File: src/logic/mode_config_params.svh
// constants for the converter mode configuration register block
// assumes a 32-bit APB slave, one register per aligned word
// Functional notes
// RULE1: bit 3 of the serial link configuration enables the interface time-out, reset 0.
// RULE2: bit 2 of the serial link configuration includes the status byte in read-back, reset 1.
// RULE3: bits 1:0 pick the read-back trailer: none, checksum (reset), CRC, 11 reserved.
// RULE4: bit 7 of conversion setup reverses the primary converter reference polarity.
// RULE5: bit 6 of conversion setup picks continuous (0) or one-shot (1) conversion.
// RULE6: bits 5:4 of conversion setup pick input chop and current rotation options.
// RULE7: bits 3:0 of conversion setup give a start delay of 8.7 us to 8.8 ms, 1100-1111 reserved.
// RULE8: bits 7:5 of filter and bias pick sinc1..sinc4 or FIR (reset), 101-111 reserved.
// RULE9: bit 4 of filter and bias routes sensor bias to the primary or auxiliary converter.
// RULE10: bit 3 of filter and bias sets the sensor bias polarity.
// RULE11: bits 2:0 of filter and bias set bias magnitude: none, 0.5..200 uA, 10 Mohm, 111 reserved.
// RULE12: serial link configuration sits at 02h, resets to 05h, bits 7:4 read zero.
// RULE13: conversion setup sits at 03h, resets to 00h, all bits read/write.
// RULE14: filter and bias setup sits at 04h, resets to 80h, all bits read/write.
// RULE15: with FIR selected only the 2.5, 5, 10 and 20 SPS rates are offered.
// RULE16: the host writes zero to reserved bits and never uses reserved codes.
`ifndef MODE_CONFIG_PARAMS_SVH
`define MODE_CONFIG_PARAMS_SVH

// ----------------------------------------
// register indices, byte address is index * 4
// ----------------------------------------
`define IDX_SERIAL_LINK   8'h02
`define IDX_CONV_SETUP    8'h03
`define IDX_FILTER_BIAS   8'h04
`define IDX_RATE_REQ      8'h05
`define IDX_NONE          8'hFF
// eight index bits above the two byte bits
`define PAGE_SHIFT        10

`define RST_SERIAL_LINK   8'h05
`define RST_CONV_SETUP    8'h00
`define RST_FILTER_BIAS   8'h80
`define RST_RATE_REQ      4'h4
`define SERIAL_LINK_MASK  8'h0F

// ----------------------------------------
// field positions
// ----------------------------------------
`define BIT_TIMEOUT       3
`define BIT_STATUS        2
`define CRC_HI            1
`define CRC_LO            0
`define BIT_REFERENCE_POLARITY_INVERT        7
`define BIT_RUNSEL        6
`define CHOP_HI           5
`define CHOP_LO           4
`define DELAY_HI          3
`define DELAY_LO          0
`define FILT_HI           7
`define FILT_LO           5
`define BIT_BROUTE        4
`define BIT_BPOL          3
`define BMAG_HI           2
`define BMAG_LO           0

// ----------------------------------------
// codes and limits
// ----------------------------------------
`define CODE_FIR          3'h4
`define DELAY_MAX_CODE    4'hB
`define BMAG_MAX_CODE     3'h6
`define CRC_MAX_CODE      2'h2
`define FIR_MAX_RATE      4'h4
`define FIR_RATE_10       4'h2
`define FIR_RATE_20       4'h4
`define FIR_GAP_RATE      4'h3

// start delay figures in ns, as printed
`define DELAY_NS_TABLE    '{0, 8700, 17000, 35000, 69000, 139000, 278000, 555000, \
	1100000, 2200000, 4400000, 8800000}
`define CLK_NS            20

`endif

File: src/logic/mode_config_pkg.sv
// types shared by the mode configuration register block
// assumes the params header is included by the design file
package mode_config_pkg;
	typedef enum logic [2:0] {
		ST_IDLE  = 3'b001,
		ST_WAIT  = 3'b010,
		ST_CONV  = 3'b100
	} start_state_e;

	typedef struct packed {
		logic [7:0]   serial_link_q;
		logic [7:0]   conv_setup_q;
		logic [7:0]   filter_bias_q;
		logic [3:0]   rate_req_q;
		logic [3:0]   data_rate_q;
		logic [31:0]  prdata_q;
		start_state_e st_q;
		logic [18:0]  delay_cnt_q;
	} regs_s;
endpackage

File: src/logic/mode_config_regs.sv
// mode configuration register block with APB access and start-delay sequencer
// assumes pclk at 50 MHz and a host that keeps reserved codes out
//
// Design decision made here: the APB register port.
`timescale 1ns/1ns
`include "mode_config_params.svh"

module mode_config_regs #(
	parameter int unsigned ADDR_W = 12
) (
	input  wire logic              pclk,
	input  wire logic              presetn,
	input  wire logic              psel,
	input  wire logic              penable,
	input  wire logic              pwrite,
	input  wire logic [ADDR_W-1:0] paddr,
	input  wire logic [31:0]       pwdata,
	input  wire logic [3:0]        pstrb,
	output logic      [31:0]       prdata,
	output logic                   pready,
	output logic                   pslverr,
	input  wire logic              conv_start,
	output logic                   conv_begin,
	output logic                   conv_busy,
	input  wire logic              conv_done,
	output logic                   timeout_enable,
	output logic                   status_byte_enable,
	output logic      [1:0]        integrity_select,
	output logic                   reference_polarity_invert,
	output logic                   conversion_run_select,
	output logic      [1:0]        chop_select,
	output logic      [2:0]        filter_select,
	output logic                   bias_converter_route,
	output logic                   bias_polarity,
	output logic      [2:0]        bias_magnitude,
	output logic      [3:0]        data_rate
);
	// ----------------------------------------
	// parameter checks
	// ----------------------------------------
	// the index needs three bits; the page check widens paddr to 32
	if (ADDR_W < 5) begin : g_addr_narrow
		$error("ADDR_W too small for the register map");
	end
	if (ADDR_W > 32) begin : g_addr_wide
		$error("ADDR_W wider than the page check can take");
	end

	// ----------------------------------------
	// start delay table in ns, turned into clock cycles
	// ----------------------------------------
	localparam int DLY_NS [12] = `DELAY_NS_TABLE;

	function automatic logic [18:0] delay_cycles(input logic [3:0] code);
		int ns;
		ns = 0;
		if (code <= `DELAY_MAX_CODE)
			ns = DLY_NS[code];
		// least time rounds up
		delay_cycles = 19'((ns + `CLK_NS - 1) / `CLK_NS);
	endfunction

	// conversion start inputs are pins: two flops before use
	logic start_s1_q;
	logic start_s2_q;
	logic start_s3_q;
	logic done_s1_q;
	logic done_s2_q;

	always_ff @(posedge pclk or negedge presetn) begin
		if (!presetn) begin
			start_s1_q <= 1'b0;
			start_s2_q <= 1'b0;
			start_s3_q <= 1'b0;
			done_s1_q  <= 1'b0;
			done_s2_q  <= 1'b0;
		end else begin
			start_s1_q <= conv_start;
			start_s2_q <= start_s1_q;
			start_s3_q <= start_s2_q;
			done_s1_q  <= conv_done;
			done_s2_q  <= done_s1_q;
		end
	end

	logic start_rise;
	assign start_rise = start_s2_q & ~start_s3_q;

	// ----------------------------------------
	// state
	// ----------------------------------------
	mode_config_pkg::regs_s r_q;
	mode_config_pkg::regs_s r_d;

	logic        acc;
	logic        wr;
	logic [7:0]  idx;
	logic        mapped;
	logic        in_page;
	logic        rd_setup;
	logic [7:0]  wbyte;
	logic [2:0]  filt_w;

	assign acc      = psel & penable;
	assign rd_setup = psel & ~penable & ~pwrite;
	assign wr       = acc & pwrite & pstrb[0];
	// upper address bits must be zero, or a cut index would alias a register
	assign in_page  = (32'(paddr) >> `PAGE_SHIFT) == 32'h00000000;
	assign idx      = in_page ? 8'(paddr[ADDR_W-1:2]) : `IDX_NONE;
	assign wbyte  = pwdata[7:0];
	assign filt_w = wbyte[`FILT_HI:`FILT_LO];
	assign mapped = (idx == `IDX_SERIAL_LINK) || (idx == `IDX_CONV_SETUP) ||
		(idx == `IDX_FILTER_BIAS) || (idx == `IDX_RATE_REQ);

	always_comb begin
		r_d = r_q;
		// ----------------------------------------
		// register writes
		// ----------------------------------------
		if (wr && idx == `IDX_SERIAL_LINK)
			r_d.serial_link_q = wbyte & `SERIAL_LINK_MASK; // RULE12 RULE1 RULE2 RULE3
		if (wr && idx == `IDX_CONV_SETUP)
			r_d.conv_setup_q = wbyte; // RULE13 RULE4 RULE5 RULE6 RULE7
		if (wr && idx == `IDX_FILTER_BIAS)
			r_d.filter_bias_q = wbyte; // RULE14 RULE8 RULE9 RULE10 RULE11
		if (wr && idx == `IDX_RATE_REQ)
			r_d.rate_req_q = pwdata[3:0];

		// ----------------------------------------
		// fir rate clamp: 16.6 SPS and anything above 20 SPS fall back to 20
		// ----------------------------------------
		r_d.data_rate_q = r_d.rate_req_q;
		if (r_d.filter_bias_q[`FILT_HI:`FILT_LO] == `CODE_FIR) begin // RULE15
			if (r_d.rate_req_q > `FIR_MAX_RATE || r_d.rate_req_q == `FIR_GAP_RATE)
				r_d.data_rate_q = `FIR_RATE_20;
		end

		// ----------------------------------------
		// read mux, loaded in the setup cycle so the word stands through access
		// unmapped and out-of-page reads return zero
		// ----------------------------------------
		if (rd_setup) begin
			case (idx)
				`IDX_SERIAL_LINK: r_d.prdata_q = {24'h000000, r_q.serial_link_q}; // RULE12
				`IDX_CONV_SETUP:  r_d.prdata_q = {24'h000000, r_q.conv_setup_q};
				`IDX_FILTER_BIAS: r_d.prdata_q = {24'h000000, r_q.filter_bias_q};
				`IDX_RATE_REQ:    r_d.prdata_q = {28'h0000000, r_q.rate_req_q};
				default:          r_d.prdata_q = 32'h00000000;
			endcase
		end

		// ----------------------------------------
		// start sequencer: delay then conversion
		// ----------------------------------------
		case (r_q.st_q)
			mode_config_pkg::ST_IDLE: begin
				if (start_rise) begin
					r_d.delay_cnt_q = delay_cycles(r_q.conv_setup_q[`DELAY_HI:`DELAY_LO]); // RULE7
					r_d.st_q        = mode_config_pkg::ST_WAIT;
				end
			end
			mode_config_pkg::ST_WAIT: begin
				if (r_q.delay_cnt_q == 19'h00000)
					r_d.st_q = mode_config_pkg::ST_CONV;
				else
					r_d.delay_cnt_q = r_q.delay_cnt_q - 19'h00001;
			end
			mode_config_pkg::ST_CONV: begin
				// one-shot stops after a conversion, continuous keeps going
				if (done_s2_q && r_q.conv_setup_q[`BIT_RUNSEL]) // RULE5
					r_d.st_q = mode_config_pkg::ST_IDLE;
			end
			default: r_d.st_q = mode_config_pkg::ST_IDLE;
		endcase
	end

	always_ff @(posedge pclk or negedge presetn) begin
		if (!presetn) begin
			r_q.serial_link_q <= `RST_SERIAL_LINK; // RULE12
			r_q.conv_setup_q  <= `RST_CONV_SETUP; // RULE13
			r_q.filter_bias_q <= `RST_FILTER_BIAS; // RULE14
			r_q.rate_req_q    <= `RST_RATE_REQ;
			r_q.data_rate_q   <= `RST_RATE_REQ;
			r_q.prdata_q      <= 32'h00000000;
			r_q.st_q          <= mode_config_pkg::ST_IDLE;
			r_q.delay_cnt_q   <= 19'h00000;
		end else begin
			r_q <= r_d;
		end
	end

	// ----------------------------------------
	// outputs
	// ----------------------------------------
	assign prdata  = r_q.prdata_q;
	assign pready  = 1'b1;
	assign pslverr = acc & ~mapped;

	assign timeout_enable            = r_q.serial_link_q[`BIT_TIMEOUT]; // RULE1
	assign status_byte_enable        = r_q.serial_link_q[`BIT_STATUS]; // RULE2
	assign integrity_select          = r_q.serial_link_q[`CRC_HI:`CRC_LO]; // RULE3
	assign reference_polarity_invert = r_q.conv_setup_q[`BIT_REFERENCE_POLARITY_INVERT]; // RULE4
	assign conversion_run_select     = r_q.conv_setup_q[`BIT_RUNSEL]; // RULE5
	assign chop_select               = r_q.conv_setup_q[`CHOP_HI:`CHOP_LO]; // RULE6
	assign filter_select             = r_q.filter_bias_q[`FILT_HI:`FILT_LO]; // RULE8
	assign bias_converter_route      = r_q.filter_bias_q[`BIT_BROUTE]; // RULE9
	assign bias_polarity             = r_q.filter_bias_q[`BIT_BPOL]; // RULE10
	assign bias_magnitude            = r_q.filter_bias_q[`BMAG_HI:`BMAG_LO]; // RULE11
	assign conv_busy  = (r_q.st_q != mode_config_pkg::ST_IDLE);
	assign conv_begin = (r_q.st_q == mode_config_pkg::ST_CONV);
	// fir clamp is registered so the rate output comes from a flop
	assign data_rate  = r_q.data_rate_q; // RULE15
endmodule

File: config.mk
export PLATFORM = sky130hd
export DESIGN_NAME = mode_config_regs
export DESIGN_NICKNAME = d
export VERILOG_FILES = /design/src/logic/mode_config_pkg.sv /design/src/logic/mode_config_regs.sv
export VERILOG_INCLUDE_DIRS = /design/src /design/src/logic
export SDC_FILE = /design/constraint.sdc
export NUM_CORES = 1
export LEC_CHECK = 0
export CAP_MARGIN = 10
export CORE_UTILIZATION = 35
export CTS_CLUSTER_SIZE = 12
export DETAILED_ROUTE_END_ITERATION = 12
export DONT_BUFFER_PORTS = 1
export GPL_ROUTABILITY_DRIVEN = 0
export GPL_TIMING_DRIVEN = 0
export PLACE_DENSITY = 0.46
export SYNTH_ARGS = -nofsm -noshare
export SYNTH_HDL_FRONTEND = slang
export SYNTH_SLANG_ARGS = --single-unit
File: constraint.sdc
create_clock -name pclk -period 12.1 [get_ports pclk]
set_clock_uncertainty 0.1 [all_clocks]
set_input_delay 0.605 -clock pclk [delete_from_list [all_inputs] [get_ports pclk]]
set_output_delay 0.605 -clock pclk [all_outputs]
set_load 0.005 [all_outputs]
==> metrics.md, run 1 <==
| Metric | Value |
|---|---|
| Outcome | finished clean |
| Starting DRT DRC Count | 520 |
| Avg WL per Cell | roughly 18 um |
| Yosys top cell by area | dfrtp_1 |
| Die area | between 15000 and 20000 um^2 |
| Kind of critical path | flip-flop to flip-flop |
| Root Buffer | clkbuf_16 |
| Top-area cell type share of the netlist area | 0.226 |
| EDFF count, synth | 0 |
| P&R area growth vs syn | 11.6% |
| Post-CTS Hold Buffers | 1 |
| Grt ovf | 0 |
| Residual DRC | 0 |
| Ys flop type | dfrtp_1 |
| CP required | roughly 12 ns |
| Final min period | 8.05 ns |
| First-pass GRT wire length | between 30000 and 40000 um |
| Core area | approximately 17000 um^2 |
| Die X | ~140 um |
| Final #Nets | about 900 |
| CTS resizes | 0 |
| Slew at the pin with the worst max-slew slack | ~1 ns |
| Reg2reg setup slack | 4.05 ns |
| CTS Sinks | 63 |
| Synth warn | 0 |
| Clock-pin slew on the worst setup and hold paths | around 0.060 ns |
| Initial antenna violation count | 0 |
| Antenna Nets Post-Route | 0 |
| Setup crit end kind | flip-flop |
| Initial core utilization | 0.362 |
| Slew margin rel. | 0.319 |
| Seq cells post-synth | 63 |
| DRT Pass-1 Iters | 6 |
| Max VDD drop | between 0.0001 and 0.00015 V |
| Area contributors post-synth | dfrtp_1 23%, buf_4 6.2%, a21oi_1 4.8%, o21ai_0 3.9%, nor2_1 3.7% |
| Critical Path Max Stage Delay | about 0.68 ns |
| Post-CTS setup repair buffer count | 0 |
| Vias in the first global route | 5836 |
| Syn Inst Count | about 780 |
| CP startpoint kind | flip-flop |
| Fin. Hold Viols | 0 |
| Final hold slack | 0.0215 ns |
| Worst Slack Setup Final | slightly above 4 ns |
| Routed wire length | 19300 um |
| CTS tree | done |
| Placed cells | a little over 1000 |
| R2R depth | 29 |
| Vias/cell | 5.89 |
| Crit share post-route | 0.665 |
| CP arrival | 8.13 ns |
| Critical-path top delay cell | a311oi_1 |
| Setup TNS | 0 ns |
| FMAX | 124 MHz |
| Worst hold path type | primary input to asynchronous set/reset pin |
| Vias | 6179 |
| Pwr Total | about 0.66 mW |
| Die H | 136 um |
| Ant diodes | 0 |
| Post-Syn Area | about 6300 um^2 |
| Terminus of the critical flop-to-flop path | r_q[1] |
| CP dominant cell by count | a211oi_1 |
| Post-Layout Cell Count | 1049 |
| Ports | 111 |
| Pre-CTS setup slack | 4.11 ns |
| Max Buffers Root-to-Sink | 2 |
| Pin count of the biggest net entering global routing | slightly below 60 |
| I/O Buffers | 0 |
| CTS Buf Count | 9 |
| Max-cap violations | 0 |
| Worst-path maximum fanout | 10 |
| Post-DP HPWL | roughly 14000 um |
| Post-synthesis sequential area ratio | 0.251 |
| Synth cell types | slightly below 100 |
| Pins Over Slew Limit | 0 |
| Reg-to-reg startpoint | r_q[72] |
| # rows | 48 |
| Synth async-reset ratio | 1.00 |
| PD cells | ~94 nW/um^2 |
| H-tree depth | 3 |
| Worst skew pair latency | ~0.33 ns |
| P_leak | between 2 and 3 nW |
| # setup viols final | 0 |
| Mean Syn Cell Area | a little over 8 um^2 |
| RSZ-0062 raised after global routing | false |
| Ratio of cells with drive above 1 in the final layout | 0.169 |
| Tot GR Track Use | 0.211 |
## layout by cell type (no fill, tap or decap), drive strengths merged, types with 17 or more instances in the layout
cell type,n
mux2,17
clkbuf,35
a21oi,62
dfrtp,57
nand2,64
conb,25
nor2,66
a22oi,18
nand2b,22
o211ai,17
nor3,19
buf,69
o21ai,52
## worst max-delay path by stage
stage / startpoint / end / depth (start not counted)
6_report: r_q[72] / r_q[1] / 29
3_5_place_dp: r_q[72] / r_q[1] / 29
5_1_grt: r_q[72] / r_q[1] / 29
3_3_place_gp: r_q[72] / r_q[1] / 29
4_1_cts: r_q[72] / r_q[1] / 29
2_1_floorplan: r_q[72] / r_q[1] / 28
## cells by family after synthesis
logic type | synth area share
other cells | 0.00119
buf+inv | 0.103
xor+xnor | 0.0164
simple gates | 0.229
compound gates | 0.315
mux | 0.0540
flops | 0.251
fa+ha+maj | 0.0301
## layout make-up
cell class | instances | area [um^2]
clock inverter | 6 | 86.3
clock buffer | 9 | 225
multi-input combinational | 633 | 4180
fill | 1799 | 10400
buffer | 93 | 588
inverter | 17 | 63.8
sequential | 63 | 1580
timing repair buffer | 3 | 45.0
tap | 225 | 282
## layer usage
layer  global-route usage  up-vias  routed length, um
met3               0.0306       24                977
met1                0.294     2975               9060
met5                    0        -                  0
li1                     -     2971                  -
met2                0.337      209               8980
met4               0.0593        0                252
## cells in the mapped netlist (5+ instances only)
library cell	instances
a211oi_1	12
a21o_1	6
a21oi_1	61
a221oi_1	5
a22oi_1	17
a31oi_1	11
and2_1	9
buf_2	11
buf_4	52
clkbuf_1	26
dfrtp_1	57
dfstp_2	6
ha_1	11
inv_1	15
mux2_2	17
mux2i_1	15
nand2_1	62
nand2b_1	22
nand3_1	13
nand3b_1	6
nand4_1	9
nor2_1	63
nor2b_1	14
nor3_1	18
nor3b_1	6
nor4_1	7
o2111ai_1	5
o211ai_1	17
o21ai_0	49
o221ai_1	6
o22a_1	6
o22ai_1	8
o31ai_1	9
xnor2_1	6
## registers in the layout, summed over array words and instances (netlist names)
name / cells
data_rate: 4
status_byte_enable: 1
done_s2_q: 1
integrity_select: 2
filter_select: 3
start_s2_q: 1
prdata: 8
bias_magnitude: 3
conversion_run_select: 1
start_s1_q: 1
bias_polarity: 1
bias_converter_route: 1
start_s3_q: 1
r_q: 30
timeout_enable: 1
done_s1_q: 1
chop_select: 2
reference_polarity_invert: 1
## per-stage QoR
step	cell area [um^2]	utilization
2_1_floorplan	6410	-
3_3_place_gp	6690	0.383
4_1_cts	7040	0.403
6_report	7050	0.404
3_5_place_dp	6700	0.384
5_1_grt	7050	0.404
## worst max-delay path: cells and delay by family (launching register included)
kind | cells | cell delay (ns)
AOI/OAI and AO/OA | 14 | 3.75
buffers and inverters | 8 | 2.14
adders and majority gates | 2 | 0.70
and+or+nand+nor | 4 | 0.66
DFF | 1 | 0.37
muxes | 1 | 0.18
## report_power, final
part	total, mW	internal (mW)	switching (mW)
logic	0.144	0.0564	0.0876
registers	0.248	0.231	0.0178
clock network	0.272	0.179	0.0933
(Power assumes the default switching activity.)
==> run 2: changes to the inputs <==
Clock period 12.1 ns to 8.4 ns, I/O delays scaled along.
==> run 2 against run 1 <==
- worst setup slack got worse by 3.4 ns
- final cell count did not move
- worst hold slack improved by 0.0018 ns
- flip-flop and latch count did not move
- combinational power rose by 44%
- sequential share of layout area barely moved
- first-iteration DRC count fell by 20%
- clock power rose by 43%
- highest routed layer unchanged
==> metrics.md, run 2 (synthesis results as in run 1) <==
| Metric | Value |
|---|---|
| # rows | 48 (unchanged) |
| Fill cells | 1795 (-0.22%) |
| Kind of critical path | flip-flop to flip-flop |
| Placed cells | 1032 (unchanged) |
| Commonest non-fill, non-tap cell in the layout | nor2_1 |
| DRT Pass-1 Iters | 6 (unchanged) |
| Max Buffers Root-to-Sink | 2 (unchanged) |
| Setup crit end kind | flip-flop |
| PD cells | 135 nW/um^2 (+44%) |
| Grt ovf | 0 (unchanged) |
| CTS tree | done |
| Slew at the pin with the worst max-slew slack | 1.02 ns (-0.00307 ns) |
| Tot GR Track Use | 0.209 (-0.00159) |
| Max VDD drop | 0.000173 V (+41%) |
| RSZ-0062 raised after global routing | false |
| Critical-path top delay cell | a2111oi_2 |
| Worst Slack Setup Final | 0.659 ns (-3.39 ns) |
| CP arrival | 7.82 ns (-0.31 ns) |
| FMAX | 129 MHz (+4.0%) |
| Biggest register | r_q |
| Avg WL per Cell | 18.2 um (-0.93%) |
| Pin count of the biggest net entering global routing | 64 (+10%) |
| Pre-CTS setup slack | 0.412 ns (-3.70 ns) |
| Die H | 136 um (unchanged) |
| First-pass GRT wire length | 30600 um (-0.54%) |
| Util after Layout | 0.404 (+0.000645) |
| WP buf/inv | 5 (-3) |
| Vias | 6195 (+0.26%) |
| Die X | 136 um (unchanged) |
| Final hold slack | 0.0233 ns (+0.00184 ns) |
| Largest register FFs | 30 (unchanged) |
| Initial core utilization | 0.362 (unchanged) |
| Worst skew pair latency | 0.33 ns (about the same) |
| H-tree depth | 3 (unchanged) |
| Ant diodes | 0 (unchanged) |
| CTS Sinks | 63 (unchanged) |
| Pwr Total | 0.955 mW (+44%) |
| Routed wire length | 19100 um (-0.93%) |
| Residual DRC | 0 (unchanged) |
| Initial antenna violation count | 0 (unchanged) |
| # setup viols final | 0 (unchanged) |
| Final min period | 7.74 ns (-0.309 ns) |
| Setup TNS | 0 ns (unchanged) |
| Antenna Nets Post-Route | 0 (unchanged) |
| Starting DRT DRC Count | 415 (-20%) |
| Vias/cell | 5.91 (+0.26%) |
| Ports | 111 (unchanged) |
| Root Buffer | clkbuf_16 |
| Clock-pin slew on the worst setup and hold paths | 0.06 ns (about the same) |
| Ratio of cells with drive above 1 in the final layout | 0.171 (+0.00243) |
| Post-CTS setup repair buffer count | 0 (unchanged) |
| Most frequent cells in the layout | 63 x nor2_1, 62 x nand2_1, 61 x a21oi_1 |
| Critical Path Max Stage Delay | 0.50 ns (-0.18 ns) |
| Finished Cell Area | 7060 um^2 (+0.16%) |
| Die area | 18600 um^2 (unchanged) |
| I/O Buffers | 0 (unchanged) |
| Placed Area | 6700 um^2 (unchanged) |
| Worst-path maximum fanout | 10 (unchanged) |
| P&R area growth vs syn | 11.7% |
| CP startpoint kind | flip-flop |
| Worst hold path type | primary input to flip-flop |
| Max-cap violations | 0 (unchanged) |
| Final #Nets | 886 (unchanged) |
| Post-Layout Cell Count | 1049 (unchanged) |
| Core area | 17500 um^2 (unchanged) |
| Post-DP HPWL | 14300 um (unchanged) |
| CP required | 8.48 ns (-3.71 ns) |
| Top delay family on crit path | compound AO/OA/AOI/OAI gates |
| P_leak | 2.82 nW (about the same) |
| Crit share post-route | 0.922 (+0.256) |
| Vias in the first global route | 5828 (-0.14%) |
| Outcome | finished clean |
| CP dominant cell by count | nand2_1 |
| Pins Over Slew Limit | 0 (unchanged) |
| Slew margin rel. | 0.321 (+0.00205) |
| CTS Buf Count | 9 (unchanged) |
| Fin. Hold Viols | 0 (unchanged) |
-- run 2: cell counts in the layout (fill, tap and decap cells not counted) --
Identical to the previous run, type by type.
-- run 2: where the power goes --
group	internal [mW]	switching, mW	total [mW]
Combinational	0.0813	0.126	0.208
Sequential	0.332	0.0252	0.357
Clock	0.257	0.133	0.390
Total	0.671	0.284	0.955
-- run 2: area by class of cell --
type | instances | area [um^2] | share of cell area
Buffer | 93 | 588 | 0.0832
Inverter | 17 | 63.8 | 0.00903
Timing Repair Buffer | 3 | 45.0 | 0.00638
Sequential cell | 63 | 1580 | 0.224
Clock buffer | 9 | 225 | 0.0319
Tap cell | 225 | 282 | 0.0399
Clock inverter | 6 | 86.3 | 0.0122
Multi-Input combinational cell | 633 | 4190 | 0.593
-- run 2: path summary, 6_finish.rpt --
kind	from	to	slack [ns]	depth (start not counted)
worst max-delay path	r_q[72]	r_q[1]	0.66	26
worst min-delay path	conv_start	start_s1_q	0.02	0
worst max register to register	r_q[72]	r_q[1]	0.66	26
worst min register to register	start_s1_q	start_s2_q	0.25	0
max in group asynchronous	presetn	r_q[60]	7.35	2
min in group asynchronous	presetn	integrity_select[1]	0.51	2
-- run 2: repair_timing --
| item | 4_1_cts | 5_1_grt |
|---|---|---|
| hold buffers | 2 | 0 |
| gates resized for setup | 0 | 2 |
| setup endpoints to repair | 0 | 2 |
| hold endpoints to repair | 63 | 0 |
-- run 2: metal layers --
metal | track usage | wire length (um) | vias up
li1 | - | - | 2974
met1 | 0.292 | 8960 | 2980
met2 | 0.334 | 8890 | 224
met3 | 0.0306 | 1030 | 17
met4 | 0.0593 | 215 | 0
met5 | 0 | 0 | -
==> run 3: changes to the inputs <==
Settings changed: CORE_ASPECT_RATIO set to 1.2, CORE_MARGIN set to 2.
==> run 3 against run 2 <==
- non-clock buffer count grew 1
- global-route usage shrank 0.61 points
- sequential power about the same
- final cell count fell by 0.29%
- critical path depth increased by 3
- fmax decreased by 3.3%
- flip-flop and latch count is the same
- clock-buffer cell count increased by 5
- core utilization shrank 0.46 points
- clock power shrank 8.2%
- register-to-register slack lost 0.27 ns
==> metrics.md, run 3 (synthesis results as in run 1) <==
| Metric | Value |
|---|---|
| Outcome | finished clean |
| Hold endpoint | done_s1_q |
| Terminus of the critical flop-to-flop path | r_q[1] |
| Slew at the pin with the worst max-slew slack | 1.07 ns (+0.0486 ns) |
| Slew margin rel. | 0.288 (-0.0325) |
| Setup TNS | 0 ns (unchanged) |
| Pins Over Slew Limit | 0 (unchanged) |
| Fill cells | 1798 (+0.17%) |
| Vias | 6129 (-1.1%) |
| Kind of critical path | flip-flop to flip-flop |
| Hold wc startpoint | conv_done |
| Worst-path maximum fanout | 10 (unchanged) |
| Tot GR Track Use | 0.203 (-0.00614) |
| Commonest non-fill, non-tap cell in the layout | nor2_1 |
| Setup crit start | r_q[72] |
| FMAX | 125 MHz (-3.3%) |
| Max VDD drop | 0.000140 V (-19%) |
| Initial antenna violation count | 0 (unchanged) |
| Reg2reg setup slack | 0.39 ns (-0.27 ns) |
| Most frequent cells in the layout | 63 x nor2_1, 62 x nand2_1, 61 x a21oi_1 |
| H-tree depth | 3 (unchanged) |
| Max-cap violations | 0 (unchanged) |
| CP arrival | 8.09 ns (+0.27 ns) |
| Clock-pin slew on the worst setup and hold paths | 0.05 ns (about the same) |
| Core area | 17600 um^2 (+0.93%) |
| Pre-CTS setup slack | 0.126 ns (-0.285 ns) |
| Hold path depth | 0 (unchanged) |
| First-pass GRT wire length | 31400 um (+2.7%) |
| Grt ovf | 0 (unchanged) |
| # rows | 53 (+10%) |
| Crit share post-route | 0.953 (+0.0319) |
| Ports | 111 (unchanged) |
| Reg-to-reg startpoint | r_q[72] |
| Pin count of the biggest net entering global routing | 64 (unchanged) |
| Root Buffer | clkbuf_16 |
| CTS Sinks | 63 (unchanged) |
| Vias in the first global route | 5846 (+0.31%) |
| Max Buffers Root-to-Sink | 2 (unchanged) |
| I/O Buffers | 0 (unchanged) |
| CTS Buf Count | 9 (unchanged) |
| Critical-path top delay cell | o22ai_1 |
| # setup viols final | 0 (unchanged) |
| CP required | 8.48 ns (about the same) |
| Ratio of cells with drive above 1 in the final layout | 0.172 (+0.000796) |
| Antenna Nets Post-Route | 0 (unchanged) |
| Final min period | 8.01 ns (+0.268 ns) |
| Critical Path Max Stage Delay | 0.56 ns (+0.06 ns) |
| Largest register FFs | 30 (unchanged) |
| Ant diodes | 0 (unchanged) |
| Post-DP HPWL | 14600 um (+2.8%) |
| Worst skew pair latency | 0.33 ns (about the same) |
| Initial core utilization | 0.358 (-0.00334) |
| CTS tree | done |
| Routed wire length | 19600 um (+2.4%) |
| RSZ-0062 raised after global routing | false |
| CP startpoint kind | flip-flop |
| Biggest register | r_q |
| Starting DRT DRC Count | 399 (-3.9%) |
| Die X | 127 um (-7.1%) |
| Die H | 151 um (+11%) |
| Avg WL per Cell | 18.7 um (+2.7%) |
| PD cells | 132 nW/um^2 (-2.7%) |
| P_leak | 2.82 nW (about the same) |
| P&R area growth vs syn | 11.5% |
| DRT Pass-1 Iters | 5 (-1) |
| Final #Nets | 887 (+0.11%) |
| Setup crit end kind | flip-flop |
| R2R depth | 29 (+12%) |
| Worst Slack Setup Final | 0.391 ns (-0.268 ns) |
| Fin. Hold Viols | 0 (unchanged) |
| Worst hold path type | primary input to flip-flop |
| Residual DRC | 0 (unchanged) |
| Vias/cell | 5.86 (-0.78%) |
| Die area | 19200 um^2 (+3.0%) |
-- run 3: cell types whose count changed in the layout (fill, tap and decap cells not counted), sizes merged --
cell,previous run,this run
bufinv,2,0
buf,69,70
clkinv,5,3
clkbuf,35,40
-- run 3: cell type report --
type	instances	area (um^2)	share of cell area
Clock inverter	2	12.5	0.00178
Multi-Input combinational cell	633	4190	0.595
Tap cell	220	275	0.0391
Timing Repair Buffer	4	50.0	0.00710
Buffer	93	588	0.0834
Clock buffer	14	284	0.0403
Inverter	17	63.8	0.00905
Sequential cell	63	1580	0.225
-- run 3: worst max-delay path: cells and delay by family (launching register included) --
family	cells	cell delay [ns]
AO/OA/AOI/OAI	14	3.65
flip-flops	1	0.37
buffers and inverters	8	2.19
multiplexers	1	0.21
AND/OR/NAND/NOR	4	0.59
adder cells (fa/ha/maj)	2	0.73
-- run 3: power by group --
part           internal, mW  total (mW)  switching [mW]
clock network         0.231       0.358           0.127
logic                0.0817       0.212           0.130
registers             0.332       0.357          0.0244
-- run 3: metrics by stage --
| step | hold WS (ns) | util | power, mW | instance area, um^2 | instances |
|---|---|---|---|---|---|
| after floorplan | 0.0244 | - | 0.507 | 6410 | 806 |
| after global placement | 0.0261 | 0.379 | 0.557 | 6680 | 1026 |
| after detailed placement | 0.0260 | 0.380 | 0.563 | 6700 | 1027 |
| after CTS | 0.0141 | 0.399 | 0.933 | 7030 | 1045 |
| after global routing | 0.0124 | 0.400 | 0.978 | 7050 | 1046 |
| final | 0.0238 | 0.400 | 0.927 | 7050 | 1046 |
-- run 3: what timing repair did --
| item | in CTS | in global routing |
|---|---|---|
| hold buffers | 2 | 0 |
| setup endpoints to repair | 0 | 2 |
| resized for setup | 0 | 2 |
| buffers inserted | 0 | 0 |
| hold endpoints to repair | 63 | 0 |
-- run 3: how the worst max path moves through the flow --
stage | endpoint | slack (ns)
after CTS | r_q[1] | 0.09
final | r_q[1] | 0.39
after global placement | r_q[1] | 0.44
after floorplan | r_q[1] | 2.23
after detailed placement | r_q[1] | 0.13
after global routing | r_q[1] | 0.005
-- run 3: per-layer routing --
metal  part of all wire  track usage  vias up  wire length [um]
met4              0.016       0.0610        0               306
met5                  0            0        -                 0
met2               0.47        0.339      180              9220
met3              0.047       0.0300       29               924
li1                   -            -     2974                 -
met1               0.47        0.274     2946              9110
